==> src/hw/bbls_cfg.svh <==
/*
 * constants of the backplane byte-lane master: clock rate, bus timer,
 * address layout and the idle levels of the active-low lines.
 * assumes it is included by its bare name wherever a figure is needed.
 */
`ifndef BBLS_CFG_SVH
`define BBLS_CFG_SVH

// clock period in ns (125 MHz)
`define BBLS_CLK_NS 8
// bus timer: longest wait for an answer before the cycle is ended, in ns
`define BBLS_TIMEOUT_NS 64000

// address layout: bit 1 picks the half, bits 31..2 pick the 4-byte group
`define BBLS_A01_BIT 1
`define BBLS_GRP_LSB 2
`define BBLS_ADDR_MSB 31
`define BBLS_LO_MSB 1

// negated level of an active-low line and its asserted level
`define BBLS_NEG 1'h1
`define BBLS_ASRT 1'h0

`endif

==> src/hw/bbls_pkg.sv <==
/*
 * types of the backplane byte-lane master: controller states and
 * transfer sizes. assumes nothing of its surroundings.
 */
package bbls_pkg;

   // controller states, one-hot
   typedef enum logic [3:0] {
      ST_IDLE  = 4'h1,
      ST_SETUP = 4'h2,
      ST_STRB  = 4'h4,
      ST_RELS  = 4'h8
   } bbls_state_t;

   // number of bytes moved by one cycle
   typedef enum logic [1:0] {
      SZ_1 = 2'h0,
      SZ_2 = 2'h1,
      SZ_3 = 2'h2,
      SZ_4 = 2'h3
   } bbls_size_t;

endpackage : bbls_pkg

==> src/hw/bbls_lane_enc.sv <==
/*
 * byte-lane encoder: turns the two low address bits and a transfer size
 * into the levels of the two data strobes, address bit one and the
 * long-word line, all in asserted-high form. combinational.
 * assumes the caller inverts the strobes and long-word line for the pins.
 */
`timescale 1ns/1ns

module bbls_lane_enc (
   // request
   input wire logic [1:0] lo_i,
   input wire logic [1:0] size_i,
   // encoded lanes, 1 = asserted (line low) for strobes and long word
   output logic sel1_o,
   output logic sel0_o,
   output logic a01_o,
   output logic lword_o,
   output logic legal_o
);

   ////////////////////////////////////////////////////////////////////
   // table lookup; misaligned requests come out illegal with no strobe,
   // so the illegal long-word/one-strobe mixes can never be produced
   always_comb begin
      {sel1_o, sel0_o, a01_o, lword_o, legal_o} = 5'h00;
      unique case ({size_i, lo_i})
         {bbls_pkg::SZ_1, 2'h0}: {sel1_o, sel0_o, a01_o, lword_o, legal_o} = 5'h11; // byte 0
         {bbls_pkg::SZ_1, 2'h1}: {sel1_o, sel0_o, a01_o, lword_o, legal_o} = 5'h09; // byte 1
         {bbls_pkg::SZ_1, 2'h2}: {sel1_o, sel0_o, a01_o, lword_o, legal_o} = 5'h15; // byte 2
         {bbls_pkg::SZ_1, 2'h3}: {sel1_o, sel0_o, a01_o, lword_o, legal_o} = 5'h0d; // byte 3
         {bbls_pkg::SZ_2, 2'h0}: {sel1_o, sel0_o, a01_o, lword_o, legal_o} = 5'h19; // bytes 0-1
         {bbls_pkg::SZ_2, 2'h1}: {sel1_o, sel0_o, a01_o, lword_o, legal_o} = 5'h1f; // bytes 1-2
         {bbls_pkg::SZ_2, 2'h2}: {sel1_o, sel0_o, a01_o, lword_o, legal_o} = 5'h1d; // bytes 2-3
         {bbls_pkg::SZ_3, 2'h0}: {sel1_o, sel0_o, a01_o, lword_o, legal_o} = 5'h13; // bytes 0-2
         {bbls_pkg::SZ_3, 2'h1}: {sel1_o, sel0_o, a01_o, lword_o, legal_o} = 5'h0b; // bytes 1-3
         {bbls_pkg::SZ_4, 2'h0}: {sel1_o, sel0_o, a01_o, lword_o, legal_o} = 5'h1b; // bytes 0-3
         default: {sel1_o, sel0_o, a01_o, lword_o, legal_o} = 5'h00;
      endcase
   end

endmodule : bbls_lane_enc

==> src/hw/bbls_master.sv <==
/*
 * backplane byte-lane master: takes a byte address, size and direction
 * from local logic, runs one interlocked data transfer cycle on the
 * asynchronous backplane and reports done, bus error, timeout or reject.
 * assumes bus ownership is already held, and that the response lines are
 * already synchronous to clk_sys_i; pin wiring is done by the enables.
 */
// Contract
// - starred lines mean asserted or valid while low
// - starred edge lines act on their high to low fall
// - interlocked signals stay asserted until acknowledged, with no time limit
// - master waits for slave answer; a bus timer ends unanswered cycles
// - master picks the 4-byte group with address lines two to thirty-one
// - two strobes, address bit one and long word pick 1 to 4 bytes
// - never end a cycle with long word low, bit one high, one strobe
// - middle-two-byte cycles may pass briefly through an illegal mix
// - long word low with bit one high means both strobes low
// - strobe levels pick bytes; strobe edges time the data handoff
// - free-running clock lines have no fixed phase to other timing
// - byte 0 is upper strobe low, lower high, bit one low, long high
`timescale 1ns/1ns
`include "bbls_cfg.svh"

module bbls_master #(
   parameter int TIMEOUT_CYC = (`BBLS_TIMEOUT_NS + `BBLS_CLK_NS - 1) / `BBLS_CLK_NS
) (
   // clock and reset
   input wire logic clk_sys_i,
   input wire logic rst_i,
   // local request
   input wire logic req_i,
   input wire logic [31:0] addr_i,
   input wire logic [1:0] size_i,
   input wire logic write_i,
   input wire logic [31:0] wdata_i,
   // local answer
   output logic ready_o,
   output logic done_o,
   output logic berr_o,
   output logic tmo_o,
   output logic rej_o,
   output logic [31:0] rdata_o,
   // backplane address and select lines
   output logic [30:0] a_o,
   output logic lword_n_o,
   output logic as_n_o,
   output logic ds0_n_o,
   output logic ds1_n_o,
   output logic write_n_o,
   output logic ctl_oe_o,
   // backplane data lines
   input wire logic [31:0] d_i,
   output logic [31:0] d_o,
   output logic d_oe_o,
   // backplane responses
   input wire logic dtack_n_i,
   input wire logic berr_n_i
);

   localparam int CW = $clog2(TIMEOUT_CYC + 1);
   localparam logic [CW-1:0] CNT_LAST = CW'(TIMEOUT_CYC - 1);

   bbls_pkg::bbls_state_t state, next_state;
   logic [CW-1:0] cnt, next_cnt;
   logic [29:0] grp, next_grp;
   logic sel1, next_sel1, sel0, next_sel0;
   logic a01, next_a01, lword, next_lword;
   logic wr, next_wr;
   logic [31:0] wdata, next_wdata;
   logic [31:0] rdata, next_rdata;
   logic as_n, next_as_n, ds0_n, next_ds0_n, ds1_n, next_ds1_n;
   logic ctl_oe, next_ctl_oe, d_oe, next_d_oe;
   logic done, next_done, berr, next_berr, tmo, next_tmo, rej, next_rej;
   logic enc_sel1, enc_sel0, enc_a01, enc_lword, enc_legal;

   ////////////////////////////////////////////////////////////////////
   // lane encoding of the incoming request
   bbls_lane_enc u_enc (
      .lo_i(addr_i[`BBLS_LO_MSB:0]),
      .size_i(size_i),
      .sel1_o(enc_sel1),
      .sel0_o(enc_sel0),
      .a01_o(enc_a01),
      .lword_o(enc_lword),
      .legal_o(enc_legal)
   );

   // true when a response line is seen asserted (low level); the pin logic
   // hands the answers over already synchronised, so they are decoded straight
   function automatic logic seen_low(input logic line_n);
      seen_low = (line_n == `BBLS_ASRT);
   endfunction : seen_low

   ////////////////////////////////////////////////////////////////////
   // next-state logic of the cycle controller
   always_comb begin
      next_state = state;
      next_cnt = cnt;
      next_grp = grp;
      next_sel1 = sel1;
      next_sel0 = sel0;
      next_a01 = a01;
      next_lword = lword;
      next_wr = wr;
      next_wdata = wdata;
      next_rdata = rdata;
      next_as_n = as_n;
      next_ds0_n = ds0_n;
      next_ds1_n = ds1_n;
      next_ctl_oe = ctl_oe;
      next_d_oe = d_oe;
      next_done = 1'h0;
      next_berr = 1'h0;
      next_tmo = 1'h0;
      next_rej = 1'h0;
      unique case (state)
         bbls_pkg::ST_IDLE: begin
            if (req_i) begin
               if (enc_legal) begin
                  // drive the group and selects one cycle before the strobes
                  next_grp = addr_i[`BBLS_ADDR_MSB:`BBLS_GRP_LSB];
                  next_sel1 = enc_sel1;
                  next_sel0 = enc_sel0;
                  next_a01 = enc_a01;
                  next_lword = enc_lword;
                  next_wr = write_i;
                  next_wdata = wdata_i;
                  next_ctl_oe = 1'h1;
                  next_d_oe = write_i;
                  next_state = bbls_pkg::ST_SETUP;
               end else begin
                  next_rej = 1'h1; // misaligned size never reaches the bus
               end
            end
         end
         bbls_pkg::ST_SETUP: begin
            // both strobes fall on the same edge, so no transient mix shows
            // the first low levels are already the final ones a slave decodes
            // and a slave may skip telling middle pairs from illegal mixes
            next_as_n = `BBLS_ASRT;
            next_ds1_n = ~sel1;
            next_ds0_n = ~sel0;
            next_cnt = '0;
            next_state = bbls_pkg::ST_STRB;
         end
         bbls_pkg::ST_STRB: begin
            next_cnt = cnt + CW'(1);
            // strobes held until an answer arrives or the timer ends it
            if (seen_low(dtack_n_i) || seen_low(berr_n_i) || cnt == CNT_LAST) begin
               if (seen_low(dtack_n_i)) begin
                  next_done = 1'h1; // local signal that the selected bytes were accessed
                  if (!wr) begin
                     next_rdata = d_i; // data taken at the acknowledge
                  end
               end else if (seen_low(berr_n_i)) begin
                  next_berr = 1'h1;
               end else begin
                  next_tmo = 1'h1; // bus timer
               end
               next_as_n = `BBLS_NEG;
               next_ds0_n = `BBLS_NEG; // strobe rise ends the handoff
               next_ds1_n = `BBLS_NEG;
               next_d_oe = 1'h0;
               next_state = bbls_pkg::ST_RELS;
            end
         end
         bbls_pkg::ST_RELS: begin
            // the slave must drop its answer before a new cycle may start
            if (!seen_low(dtack_n_i) && !seen_low(berr_n_i)) begin
               next_ctl_oe = 1'h0;
               next_state = bbls_pkg::ST_IDLE;
            end
         end
      endcase
   end

   ////////////////////////////////////////////////////////////////////
   // registers of the cycle controller; every step keys off clk_sys_i and the
   // strobe handshake, no backplane clock line is read or assumed in phase
   always_ff @(posedge clk_sys_i or posedge rst_i) begin
      if (rst_i) begin
         state <= bbls_pkg::ST_IDLE;
         cnt <= '0;
         grp <= '0;
         sel1 <= 1'h0;
         sel0 <= 1'h0;
         a01 <= 1'h0;
         lword <= 1'h0;
         wr <= 1'h0;
         wdata <= '0;
         rdata <= '0;
         as_n <= `BBLS_NEG;
         ds0_n <= `BBLS_NEG;
         ds1_n <= `BBLS_NEG;
         ctl_oe <= 1'h0;
         d_oe <= 1'h0;
         done <= 1'h0;
         berr <= 1'h0;
         tmo <= 1'h0;
         rej <= 1'h0;
      end else begin
         state <= next_state;
         cnt <= next_cnt;
         grp <= next_grp;
         sel1 <= next_sel1;
         sel0 <= next_sel0;
         a01 <= next_a01;
         lword <= next_lword;
         wr <= next_wr;
         wdata <= next_wdata;
         rdata <= next_rdata;
         as_n <= next_as_n;
         ds0_n <= next_ds0_n;
         ds1_n <= next_ds1_n;
         ctl_oe <= next_ctl_oe;
         d_oe <= next_d_oe;
         done <= next_done;
         berr <= next_berr;
         tmo <= next_tmo;
         rej <= next_rej;
      end
   end

   ////////////////////////////////////////////////////////////////////
   // pins: all from flip-flops except the ready handshake
   assign ready_o = (state == bbls_pkg::ST_IDLE);
   // result pulses go out to local logic unacknowledged, each held one full cycle
   assign done_o = done;
   assign berr_o = berr;
   assign tmo_o = tmo;
   assign rej_o = rej;
   assign rdata_o = rdata;
   assign a_o = {grp, a01};
   assign lword_n_o = ~lword;
   assign as_n_o = as_n;
   assign ds0_n_o = ds0_n;
   assign ds1_n_o = ds1_n;
   assign write_n_o = ~wr;
   assign ctl_oe_o = ctl_oe;
   assign d_o = wdata;
   assign d_oe_o = d_oe;
endmodule : bbls_master

==> config.mk <==
export PLATFORM = sky130hd
export DESIGN_NAME = bbls_master
export DESIGN_NICKNAME = d
export VERILOG_FILES = /design/src/hw/bbls_pkg.sv /design/src/hw/bbls_lane_enc.sv /design/src/hw/bbls_master.sv
export VERILOG_INCLUDE_DIRS = /design/src /design/src/hw
export SDC_FILE = /design/constraint.sdc
export NUM_CORES = 1
export LEC_CHECK = 0
export ABC_AREA = 1
export BUFFER_PORTS_ARGS = -buffer_cell sky130_fd_sc_hd__buf_2
export CORE_MARGIN = 3
export CORE_UTILIZATION = 44
export DETAILED_ROUTE_END_ITERATION = 10
export MAX_ROUTING_LAYER = met4
export PLACE_DENSITY = 0.79
export RECOVER_POWER = 50
export SYNTH_ARGS = -nofsm -noshare
export SYNTH_HDL_FRONTEND = slang
export SYNTH_HIERARCHICAL = 1
export SYNTH_SLANG_ARGS = --single-unit
export TNS_END_PERCENT = 20
==> constraint.sdc <==
create_clock -name clk_sys_i -period 4 [get_ports clk_sys_i]
set_clock_uncertainty 0.2 [all_clocks]
set_input_delay 0.4 -clock clk_sys_i [delete_from_list [all_inputs] [get_ports clk_sys_i]]
set_output_delay 0.4 -clock clk_sys_i [all_outputs]
set_load 0.1 [all_outputs]
==> summary.md, run 1 <==
| Metric | Value |
|---|---|
| Setup crit start kind | flop |
| Worst-Skew Late Latency | 410 ps |
| Synthesized flop and latch total | 125 |
| CTS tree | done |
| Largest net degree at the start of global routing | 71 |
| Die width | 114.6 um |
| CP max FO | 33 |
| Netlist cell types | 23 |
| Slew HR | -0.6234 |
| Worst Path Required | 4140 ps |
| Hold depth | 3 |
| Reg2reg start | state[1] |
| Final Cell Area | 0.007614 mm^2 |
| Met2 routed WL | 7526 um |
| 1st-iter DRT viols | 351 |
| First-pass GRT wire length | 24,210 um |
| Sequential area share after synthesis | 0.6037 |
| CTS Buf Count | 17 |
| Clock Sinks | 125 |
| Post-Syn Nets | 720 |
| Critical path type | flop to flop |
| Endpoint, Worst Hold | rdata_o[21] |
| Reg2reg path depth | 6 |
| Final setup viols | 0 |
| Tmin final | 2770 ps |
| Initial core utilization | 0.4526 |
| Mapped Cells | 611 |
| Remaining DRCs | 0 |
| Placement Cell Area | 0.006302 mm^2 |
| Worst-Margin Slew | 2422 ps |
| Hold crit path type | primary input to flop |
| Crit. End Element | flop |
| Setup TNS | 0 ps |
| Fin. max-slew vios | 56 |
| H-Tree Depth | 4 |
| Layout Nets | 1,003 |
| Clk pin slew, worst setup/hold paths | 50 ps |
| Share of cells above drive strength 1 | 0.2260 |
| Final ANT Viol Nets | 0 |
| Failing checks | max-capacitance violations, max-slew violations |
| Total GRT Usage | 0.2432 |
| CTS Root Cell | clkbuf_16 |
| FF-to-FF End | rdata_o[11] |
| Clock tree buffer depth | 2 |
| Hold_sp | d_i[21] |
| DP Worst Slack | 1439 ps |
| Hold Buf Count CTS | 75 |
| Status | finished, violations left |
| Placer congestion estimate | 0.7680 |
| Pre-antenna DRT Iters | 4 |
| Post-synthesis instance area | 0.005190 mm^2 |
| Dpl hpwl | 8742 um |
| Synth Warn # | 6 |
| Worst setup margin | 1230 ps |
| Area Growth Syn to Fin | 46.70% |
| Io pins | 211 |
| Max-cap viol count | 1 |
| Fin crit share | 0.6924 |
| Final hold vios | 0 |
| RSZ-0062 raised after global routing | false |
| Synth Area per Inst | 8.494 um^2 |
| Setup bufs post-CTS | 0 |
| Initial antenna violation count | 0 |
| WL per Instance | 14.33 um |
| DR WL met3 | 1075 um |
| Wirelength, routed | 15,080 um |
| Highest routed layer | met4 |
| FF-to-FF setup slack | 1230 ps |
| Vias in the first global route | 4,986 |
| Crit path arrival time | 2910 ps |
| Die ar. | 0.01313 mm^2 |
| Row count | 39 |
| Grt total ovfl | 0 |
| Fmax | 361.1 MHz |
| DRT met1 WL | 6231 um |
| PortBufs | 210 |
| DR vias/cell | 4.814 |
| Vias | 5,064 |
| Die Height | 114.6 um |
| Final Util | 0.6639 |
| Post-cts sizing count | 0 |
| Core area | 0.01147 mm^2 |
==> metrics by stage <==
stage | hold slack (ps) | cells
2_1_floorplan | 242.2 | 611
3_3_place_gp | 249.0 | 942
3_5_place_dp | 252.9 | 942
4_1_cts | 0.3026 | 1049
5_1_grt | 13.72 | 1050
6_report | 21.03 | 1052
==> cells in the final DEF, fill, tap and decap left out <==
cell type      instances
clkinv_2               3
bufinv_16              3
nor3_1                 2
inv_1                 19
diode_2                2
inv_2                  3
clkinvlp_2             1
clkbuf_8               4
buf_2                160
nor2_4                 2
nor2_2                 1
ha_1                   5
nand3_1               52
o21ai_0               12
dfstp_1                1
nand4_1                2
or2_2                  1
dfrtp_1              121
clkbuf_16             17
nor2_1                22
clkinv_4               1
clkinv_1               1
a21oi_1                6
buf_12                 1
clkinvlp_4             3
nand2_1              330
dlygate4sd3_1         76
clkbuf_1              52
o21ai_1                1
dfstp_2                3
buf_4                  2
==> registers in the layout, summed over array words and instances, names as in the netlist <==
name / cells
d_o: 32
rdata_o: 32
grp: 30
cnt: 13
state: 4
a01: 1
as_n_o: 1
berr_o: 1
ctl_oe_o: 1
d_oe_o: 1
done_o: 1
ds0_n_o: 1
ds1_n_o: 1
lword: 1
rej_o: 1
sel0: 1
sel1: 1
tmo_o: 1
wr: 1
==> cells by family after synthesis <==
group,synth area share
compound gates,0.01832
fa+ha+maj,0.01205
buf+inv,0.04869
flops,0.6037
simple gates,0.3173
==> synthesized netlist by cell type <==
| master | n | area share |
|---|---|---|
| nand2_1 | 328 | 0.24 |
| dfrtp_1 | 121 | 0.58 |
| nand3_1 | 52 | 0.050 |
| nor2_1 | 21 | 0.015 |
| inv_1 | 19 | 0.014 |
| buf_2 | 13 | 0.013 |
| o21ai_0 | 12 | 0.012 |
| a21oi_1 | 6 | 0.0058 |
| buf_6 | 5 | 0.011 |
| ha_1 | 5 | 0.012 |
| clkbuf_1 | 4 | 0.0029 |
| dfstp_2 | 4 | 0.020 |
| inv_2 | 4 | 0.0029 |
| buf_4 | 3 | 0.0043 |
| nand2_2 | 2 | 0.0024 |
| nand4_1 | 2 | 0.0024 |
| nor2_2 | 2 | 0.0024 |
| nor2_4 | 2 | 0.0043 |
| nor3_1 | 2 | 0.0019 |
| buf_1 | 1 | 0.00072 |
| clkinv_1 | 1 | 0.00072 |
| o21ai_1 | 1 | 0.00096 |
| or2_2 | 1 | 0.0012 |
==> metal layers <==
layer,vias up,GRT usage
met5,-,-
met4,0,0.08472
met2,210,0.3756
met1,2371,0.3020
li1,2459,-
met3,24,0.07875
==> area by class of cell <==
| type | count | area (um^2) |
|---|---|---|
| diodes | 2 | 5.005 |
| multi-input cells | 436 | 1797 |
| well taps | 143 | 178.9 |
| repair buffers | 290 | 1788 |
| inverters | 24 | 91.34 |
| clock inverters | 10 | 136.4 |
| fillers | 890 | 3854 |
| clock buffers | 22 | 484.2 |
| flip-flops and latches | 125 | 3133 |
==> worst max-delay path by stage <==
stage                          from     endpoint  slack, ps  cells past startpoint
after floorplan               rst_i          a01         80                      1
after global placement    addr_i[0]          a01       1540                     12
after detailed placement  addr_i[0]       d_o[9]       1440                     12
after CTS                  state[0]      ready_o       1620                      5
after global routing       state[1]  rdata_o[22]        940                      6
final                      state[1]  rdata_o[11]       1230                      6
==> worst max-delay path, cell delays in order, from the launching register on <==
cell	delay (ps)
dfrtp_1	400
nor2_1	160
nand2_1	330
nor2_4	190
clkbuf_1	1060
nand3_1	200
nand2_1	160
Power of run 1 is left out: the tool's default activity adds up to more than one toggle a clock period on the data nets, which glitch-free logic cannot reach.
==> run 2, diff against run 1 <==
- ABC_AREA: 1 -> 0
- CORE_UTILIZATION: 44 -> 43
- PLACE_DENSITY: 0.79 -> 0.78
- clock period: 4 -> 2.35 ns (I/O delays scaled with it)
==> summary.md, run 2 <==
| Metric | Value |
|---|---|
| CTS tree | done |
| Setup crit start kind | flop |
| CTS Root Cell | clkbuf_16 |
| Row count | 39 |
| Leakage | 3.879 nW |
| Compound-Gate Fraction of Synth Area | 0.02465 |
| 1st-iter DRT viols | 191 |
| Setup TNS | 0 ps |
| Tmin final | 2296 ps |
| Grt total ovfl | 0 |
| Post-synthesis instance area | 0.005075 mm^2 |
| Fin. max-slew vios | 0 |
| Post-Synth Simple-Gate Area | 0.07446 |
| Hold depth | 3 |
| Dpl hpwl | 8293 um |
| Clock tree buffer depth | 2 |
| Synth Area per Inst | 14.46 um^2 |
| Pwr Density | 1450 mW/mm^2 |
| Area share of the largest cell type after synthesis | 0.5966 |
| WL per Instance | 16.90 um |
| CTS Buf Count | 17 |
| Synth Area in Adders | 0.01233 |
| H-Tree Depth | 4 |
| Post-synth top area cell | dfrtp_1 |
| Synthesized flop and latch total | 125 |
| Final Cell Area | 0.007849 mm^2 |
| Reg2reg path depth | 6 |
| Status | completed |
| Clock Sinks | 125 |
| Non-Filler Instances | 830 |
| Largest net degree at the start of global routing | 126 |
| Initial core utilization | 0.4426 |
| Remaining DRCs | 0 |
| Crit path arrival time | 1860 ps |
| Top-count cell post-synth | dfrtp_1 |
| Top cells by area, synth | dfrtp_1 60%, mux2_2 21%, nand2_1 2.1% |
| Pre-antenna DRT Iters | 4 |
| Peak VDD IR | 1.288 mV |
| Xor and xnor area share after synthesis | 0.001726 |
| Core area | 0.01147 mm^2 |
| Crit. End Element | primary output |
| Placement Cell Area | 0.006297 mm^2 |
| Worst Path Required | 1910 ps |
| Placer congestion estimate | 0.8292 |
| Netlist cell types | 41 |
| Sequential area share after synthesis | 0.6174 |
| Synth Warn # | 6 |
| Critical path type | flop to primary output |
| Initial antenna violation count | 0 |
| Vias in the first global route | 4,481 |
| Post-synth ARST share | 1.000 |
| Layout Nets | 781 |
| Synth top cells by count | 121 x dfrtp_1, 95 x mux2_2, 29 x nand2_1, 12 x nand3_1 |
| Fin crit share | 0.9771 |
| RSZ-0062 raised after global routing | false |
| Top_reg_cell synth | dfrtp_1 |
| Slew HR | 0.1898 |
| Vias | 4,076 |
| CP max FO | 3 |
| Area Growth Syn to Fin | 54.66% |
| PortBufs | 210 |
| Max-cap viol count | 0 |
| Final setup viols | 0 |
| Die ar. | 0.01314 mm^2 |
| Commonest non-fill, non-tap cell in the layout | buf_2 |
| Worst-Skew Late Latency | 410 ps |
| Mapped Cells | 351 |
| Die Height | 114.6 um |
| Post-Syn Nets | 460 |
| Total GRT Usage | 0.2220 |
| Worst-Margin Slew | 1220 ps |
| Die width | 114.6 um |
| Final ANT Viol Nets | 0 |
| Dpl cells | 696 |
| Post-synth EDFFs | 0 |
| Main combinational cell family by area after synthesis | multiplexers |
| Share of cells above drive strength 1 | 0.4482 |
| Mux contribution to synthesized area | 0.2396 |
| Fillers | 823 |
| DR vias/cell | 4.911 |
| Most frequent cells in the layout | 156 x buf_2, 119 x dfrtp_1, 99 x dlygate4sd3_1, 95 x mux2_2, 53 x clkbuf_1 |
| Wirelength, routed | 14,030 um |
| Clk pin slew, worst setup/hold paths | 60 ps |
| Fmax | 435.5 MHz |
| Final hold vios | 0 |
| Hold crit path type | primary input to flop |
| Io pins | 211 |
| First-pass GRT wire length | 21,670 um |
## run 2: cell types whose count changed in the layout (fill, tap and decap cells not counted), sizes merged, moves of 3 or more
cell / change
nand3: -40
o31ai: +3
mux2: +98
mux2i: +9
and3: +4
or4b: +3
a21oi: -5
nand2: -301
inv: -13
dlygate4sd3: +23
nor2: -19
o21ai: -7
o211ai: +4
## run 2: power by group
| group | internal (mW) | total, mW | leakage (nW) | switching, mW |
|---|---|---|---|---|
| clock network | 1.65 | 2.62 | 0.289 | 0.965 |
| registers | 2.76 | 3.11 | 1.61 | 0.351 |
| logic | 0.947 | 5.66 | 1.98 | 4.71 |
| total | 5.36 | 11.4 | 3.88 | 6.03 |
## run 2: what timing repair did
| action | CTS | global route |
|---|---|---|
| pin swaps | 0 | 0 |
| endpoints found under the hold margin | 223 | 0 |
| gates resized for setup | 2 | 4 |
| setup endpoints to repair | 1 | 2 |
| gates cloned | 0 | 0 |
| hold buffers | 99 | 0 |
| buffers inserted | 1 | 0 |
## run 2: path summary, 6_finish.rpt
path / from / end / slack, ps
min reg2reg: sel1 / ds1_n_o / 250
max: state[0] / ready_o / 50
min in group asynchronous: rst_i / rdata_o[22] / 380
max in group asynchronous: rst_i / state[3] / 1020
max reg2reg: state[0] / cnt[11] / 130
min: size_i[1] / a01 / 50
## run 2: through the flow
stage	util	power [mW]	hold WS, ps	setup WS [ps]
after floorplan	-	7.793	101.4	110.7
after global routing	0.6840	11.79	85.08	5.427
after CTS	0.6891	11.48	46.10	9.162
after global placement	0.5492	8.604	244.1	126.6
final	0.6845	11.38	49.58	53.76
after detailed placement	0.5492	8.703	252.2	29.35
## run 2: area by class of cell
cell class / instances / area, um^2 / area share
Sequential cell: 125 / 3136 / 0.3995
Timing Repair Buffer: 317 / 2088 / 0.2661
Multi-Input combinational cell: 203 / 1804 / 0.2299
Clock buffer: 20 / 466.7 / 0.05946
Tap cell: 143 / 178.9 / 0.02280
Clock inverter: 12 / 136.4 / 0.01738
Inverter: 8 / 33.78 / 0.004304
Antenna cell: 2 / 5.005 / 0.0006377
## run 2: metal layers
layer | track usage | part of all wire | up-vias | wire, um
li1 | - | - | 1892 | -
met1 | 0.2402 | 0.37 | 1983 | 5180
met2 | 0.3834 | 0.54 | 171 | 7536
met3 | 0.05550 | 0.070 | 30 | 985
met4 | 0.1006 | 0.023 | 0 | 323
met5 | - | 0 | - | 0
## run 2: critical path: stages, from the launching register on
cell     delay (ps)
dfstp_2         530
or4b_4          490
buf_4           170
inv_4            80
buf_12          170
## run 2: cell families (layout without fill, tap and decap cells)
group | Yosys count | in the layout
flip-flops | 125 | 125
multiplexers | 108 | 108
AND/OR/NAND/NOR | 70 | 70
buffers and inverters | 23 | 357
AO/OA/AOI/OAI | 19 | 19
adder cells (fa/ha/maj) | 5 | 5
XOR/XNOR | 1 | 1
other | 0 | 2
Power figures use the tool's default switching activity.
==> run 3, diff against run 2 <==
- CORE_UTILIZATION: 43 -> 52
- PLACE_DENSITY: 0.78 -> 0.88
- clock period: 2.35 -> 2.74 ns (I/O delays scaled with it)
==> summary.md, run 3 (synthesis gave the netlist of run 2 again) <==
| Metric | Value |
|---|---|
| Met1 global-route usage | 0.3534 |
| N_diodes | 0 |
| Grt total ovfl | 0 |
| Initial antenna violation count | 0 |
| Setup crit start kind | flop |
| Critical path type | flop to primary output |
| Fin. max-slew vios | 35 |
| RSZ-0062 raised after global routing | false |
| Busiest grt layer | met2 |
| Hold_sp | size_i[0] |
| Critical-path cell list | or4b_1 -> inv_1 -> buf_6 |
| DP Worst Slack | 398.9 ps |
| Io pins | 211 |
| Most frequent cells in the layout | 159 x buf_2, 121 x dfrtp_1, 102 x dlygate4sd3_1, 95 x mux2_2, 53 x clkbuf_1 |
| Wirelength, routed | 16,640 um |
| Clk pwr share | 0.233 |
| Hold slack | 132.4 ps |
| Leakage | 3.891 nW |
| Initial core utilization | 0.5415 |
| CP max FO | 7 |
| Die width | 104.8 um |
| Reg2reg start | state[0] |
| Dpl hpwl | 8872 um |
| Total power | 9.953 mW |
| Crit path arrival time | 2150 ps |
| Met3 Use GR | 0.09080 |
| Vias | 4,372 |
| WL per Instance | 20.40 um |
| First-pass GRT wire length | 26,910 um |
| Internal power | 4.605 mW |
| Tmin final | 2625 ps |
| CTS Buf Count | 17 |
| Clock Sinks | 125 |
| Clk pin slew, worst setup/hold paths | 60 ps |
| Worst Path Required | 2270 ps |
| Commonest non-fill, non-tap cell in the layout | buf_2 |
| Failing checks | max-capacitance violations, max-slew violations |
| Met2 global-route usage | 0.5632 |
| Slew HR | -0.1740 |
| Layout Nets | 783 |
| Largest net degree at the start of global routing | 92 |
| Total GRT Usage | 0.3294 |
| Peak VDD IR | 0.7387 mV |
| Sequential fraction of design power | 0.273 |
| Final Cell Area | 0.007807 mm^2 |
| Sw frac | 0.5373 |
| Remaining DRCs | 0 |
| Worst-Margin Slew | 1761 ps |
| Final ANT Viol Nets | 0 |
| 1st-iter DRT viols | 236 |
| DR vias/cell | 5.358 |
| Status | finished, violations left |
| Row count | 35 |
| Worst-Skew Late Latency | 510 ps |
| Share of cells above drive strength 1 | 0.4367 |
| Placement Cell Area | 0.006265 mm^2 |
| PortBufs | 210 |
| Final setup viols | 0 |
| Reg2reg path depth | 4 |
| CTS Root Cell | clkbuf_8 |
| Final hold vios | 0 |
| FF-to-FF End | d_o[3] |
| Die Height | 104.8 um |
| Crit. End Element | primary output |
| Slowest stage delay, CP | 590 ps |
| Die ar. | 0.01098 mm^2 |
| Endpoint, Worst Hold | rej_o |
| Fin crit share | 0.9582 |
| Core area | 0.009371 mm^2 |
| Max-cap viol count | 1 |
| Setup bufs post-CTS | 0 |
| Worst setup margin | 114.6 ps |
| FF-to-FF setup slack | 300 ps |
| Combinational share of power | 0.495 |
| Fmax | 380.9 MHz |
| Pwr Density | 1275 mW/mm^2 |
| Hold depth | 4 |
| Clock tree buffer depth | 2 |
| Setup TNS | 0 ps |
| Net Switching | 5.348 mW |
| Area Growth Syn to Fin | 53.85% |
| CTS tree | done |
| Pre-antenna DRT Iters | 4 |
| Hold crit path type | primary input to flop |
| Critical path's slowest cell | dfstp_2 |
| H-Tree Depth | 4 |
| Placer congestion estimate | 0.8230 |
| Vias in the first global route | 4,982 |
## run 3: power groups by stage
stage               combinational (mW)  clock, mW  sequential (mW)
floorplan                        0.757          0             5.93
detailed placement                4.81          0             2.68
CTS                               4.93       2.32             2.66
finish                            4.93       2.31             2.71
global route                      5.05       2.44             2.77
global placement                  4.75          0             2.64
## run 3: routing by layer
layer | part of all wire | up-vias
met5 | 0 | -
met4 | 0.043 | 0
met3 | 0.069 | 62
met2 | 0.52 | 265
met1 | 0.37 | 2151
li1 | - | 1894
## run 3: layout make-up
class,count,area [um^2]
flip-flops and latches,125,3133
well taps,129,161.4
fillers,471,1564
repair buffers,319,2086
multi-input cells,203,1789
clock buffers,19,431.7
inverters,8,31.28
clock inverters,13,175.2
## run 3: how the worst max path moves through the flow
stage                         end      start  depth (start not counted)
final                     ready_o   state[0]                          3
after global routing       d_o[3]  addr_i[1]                         10
after CTS                 ready_o   state[0]                          3
after detailed placement  d_o[11]  addr_i[0]                          9
after global placement    d_o[14]   state[0]                          4
after floorplan            d_oe_o   state[0]                          4
## run 3: through the flow
step / std cells / util
global placement: 682 / 0.6685
finish: 816 / 0.8331
global route: 816 / 0.8331
detailed placement: 682 / 0.6685
floorplan: 351 / -
CTS: 816 / 0.8425
## run 3: what timing repair did
item / 4_1_cts / 5_1_grt
gates resized for setup: 1 / 1
endpoints found under the hold margin: 225 / 0
cloned: 0 / 0
setup endpoints to repair: 1 / 1
hold buffers: 102 / 0
## run 3: worst max-delay path, delay by kind of cell (launching register included)
family,cells,cell delay [ps]
flip-flops,1,590
buffers and inverters,2,470
AND/OR/NAND/NOR,1,590
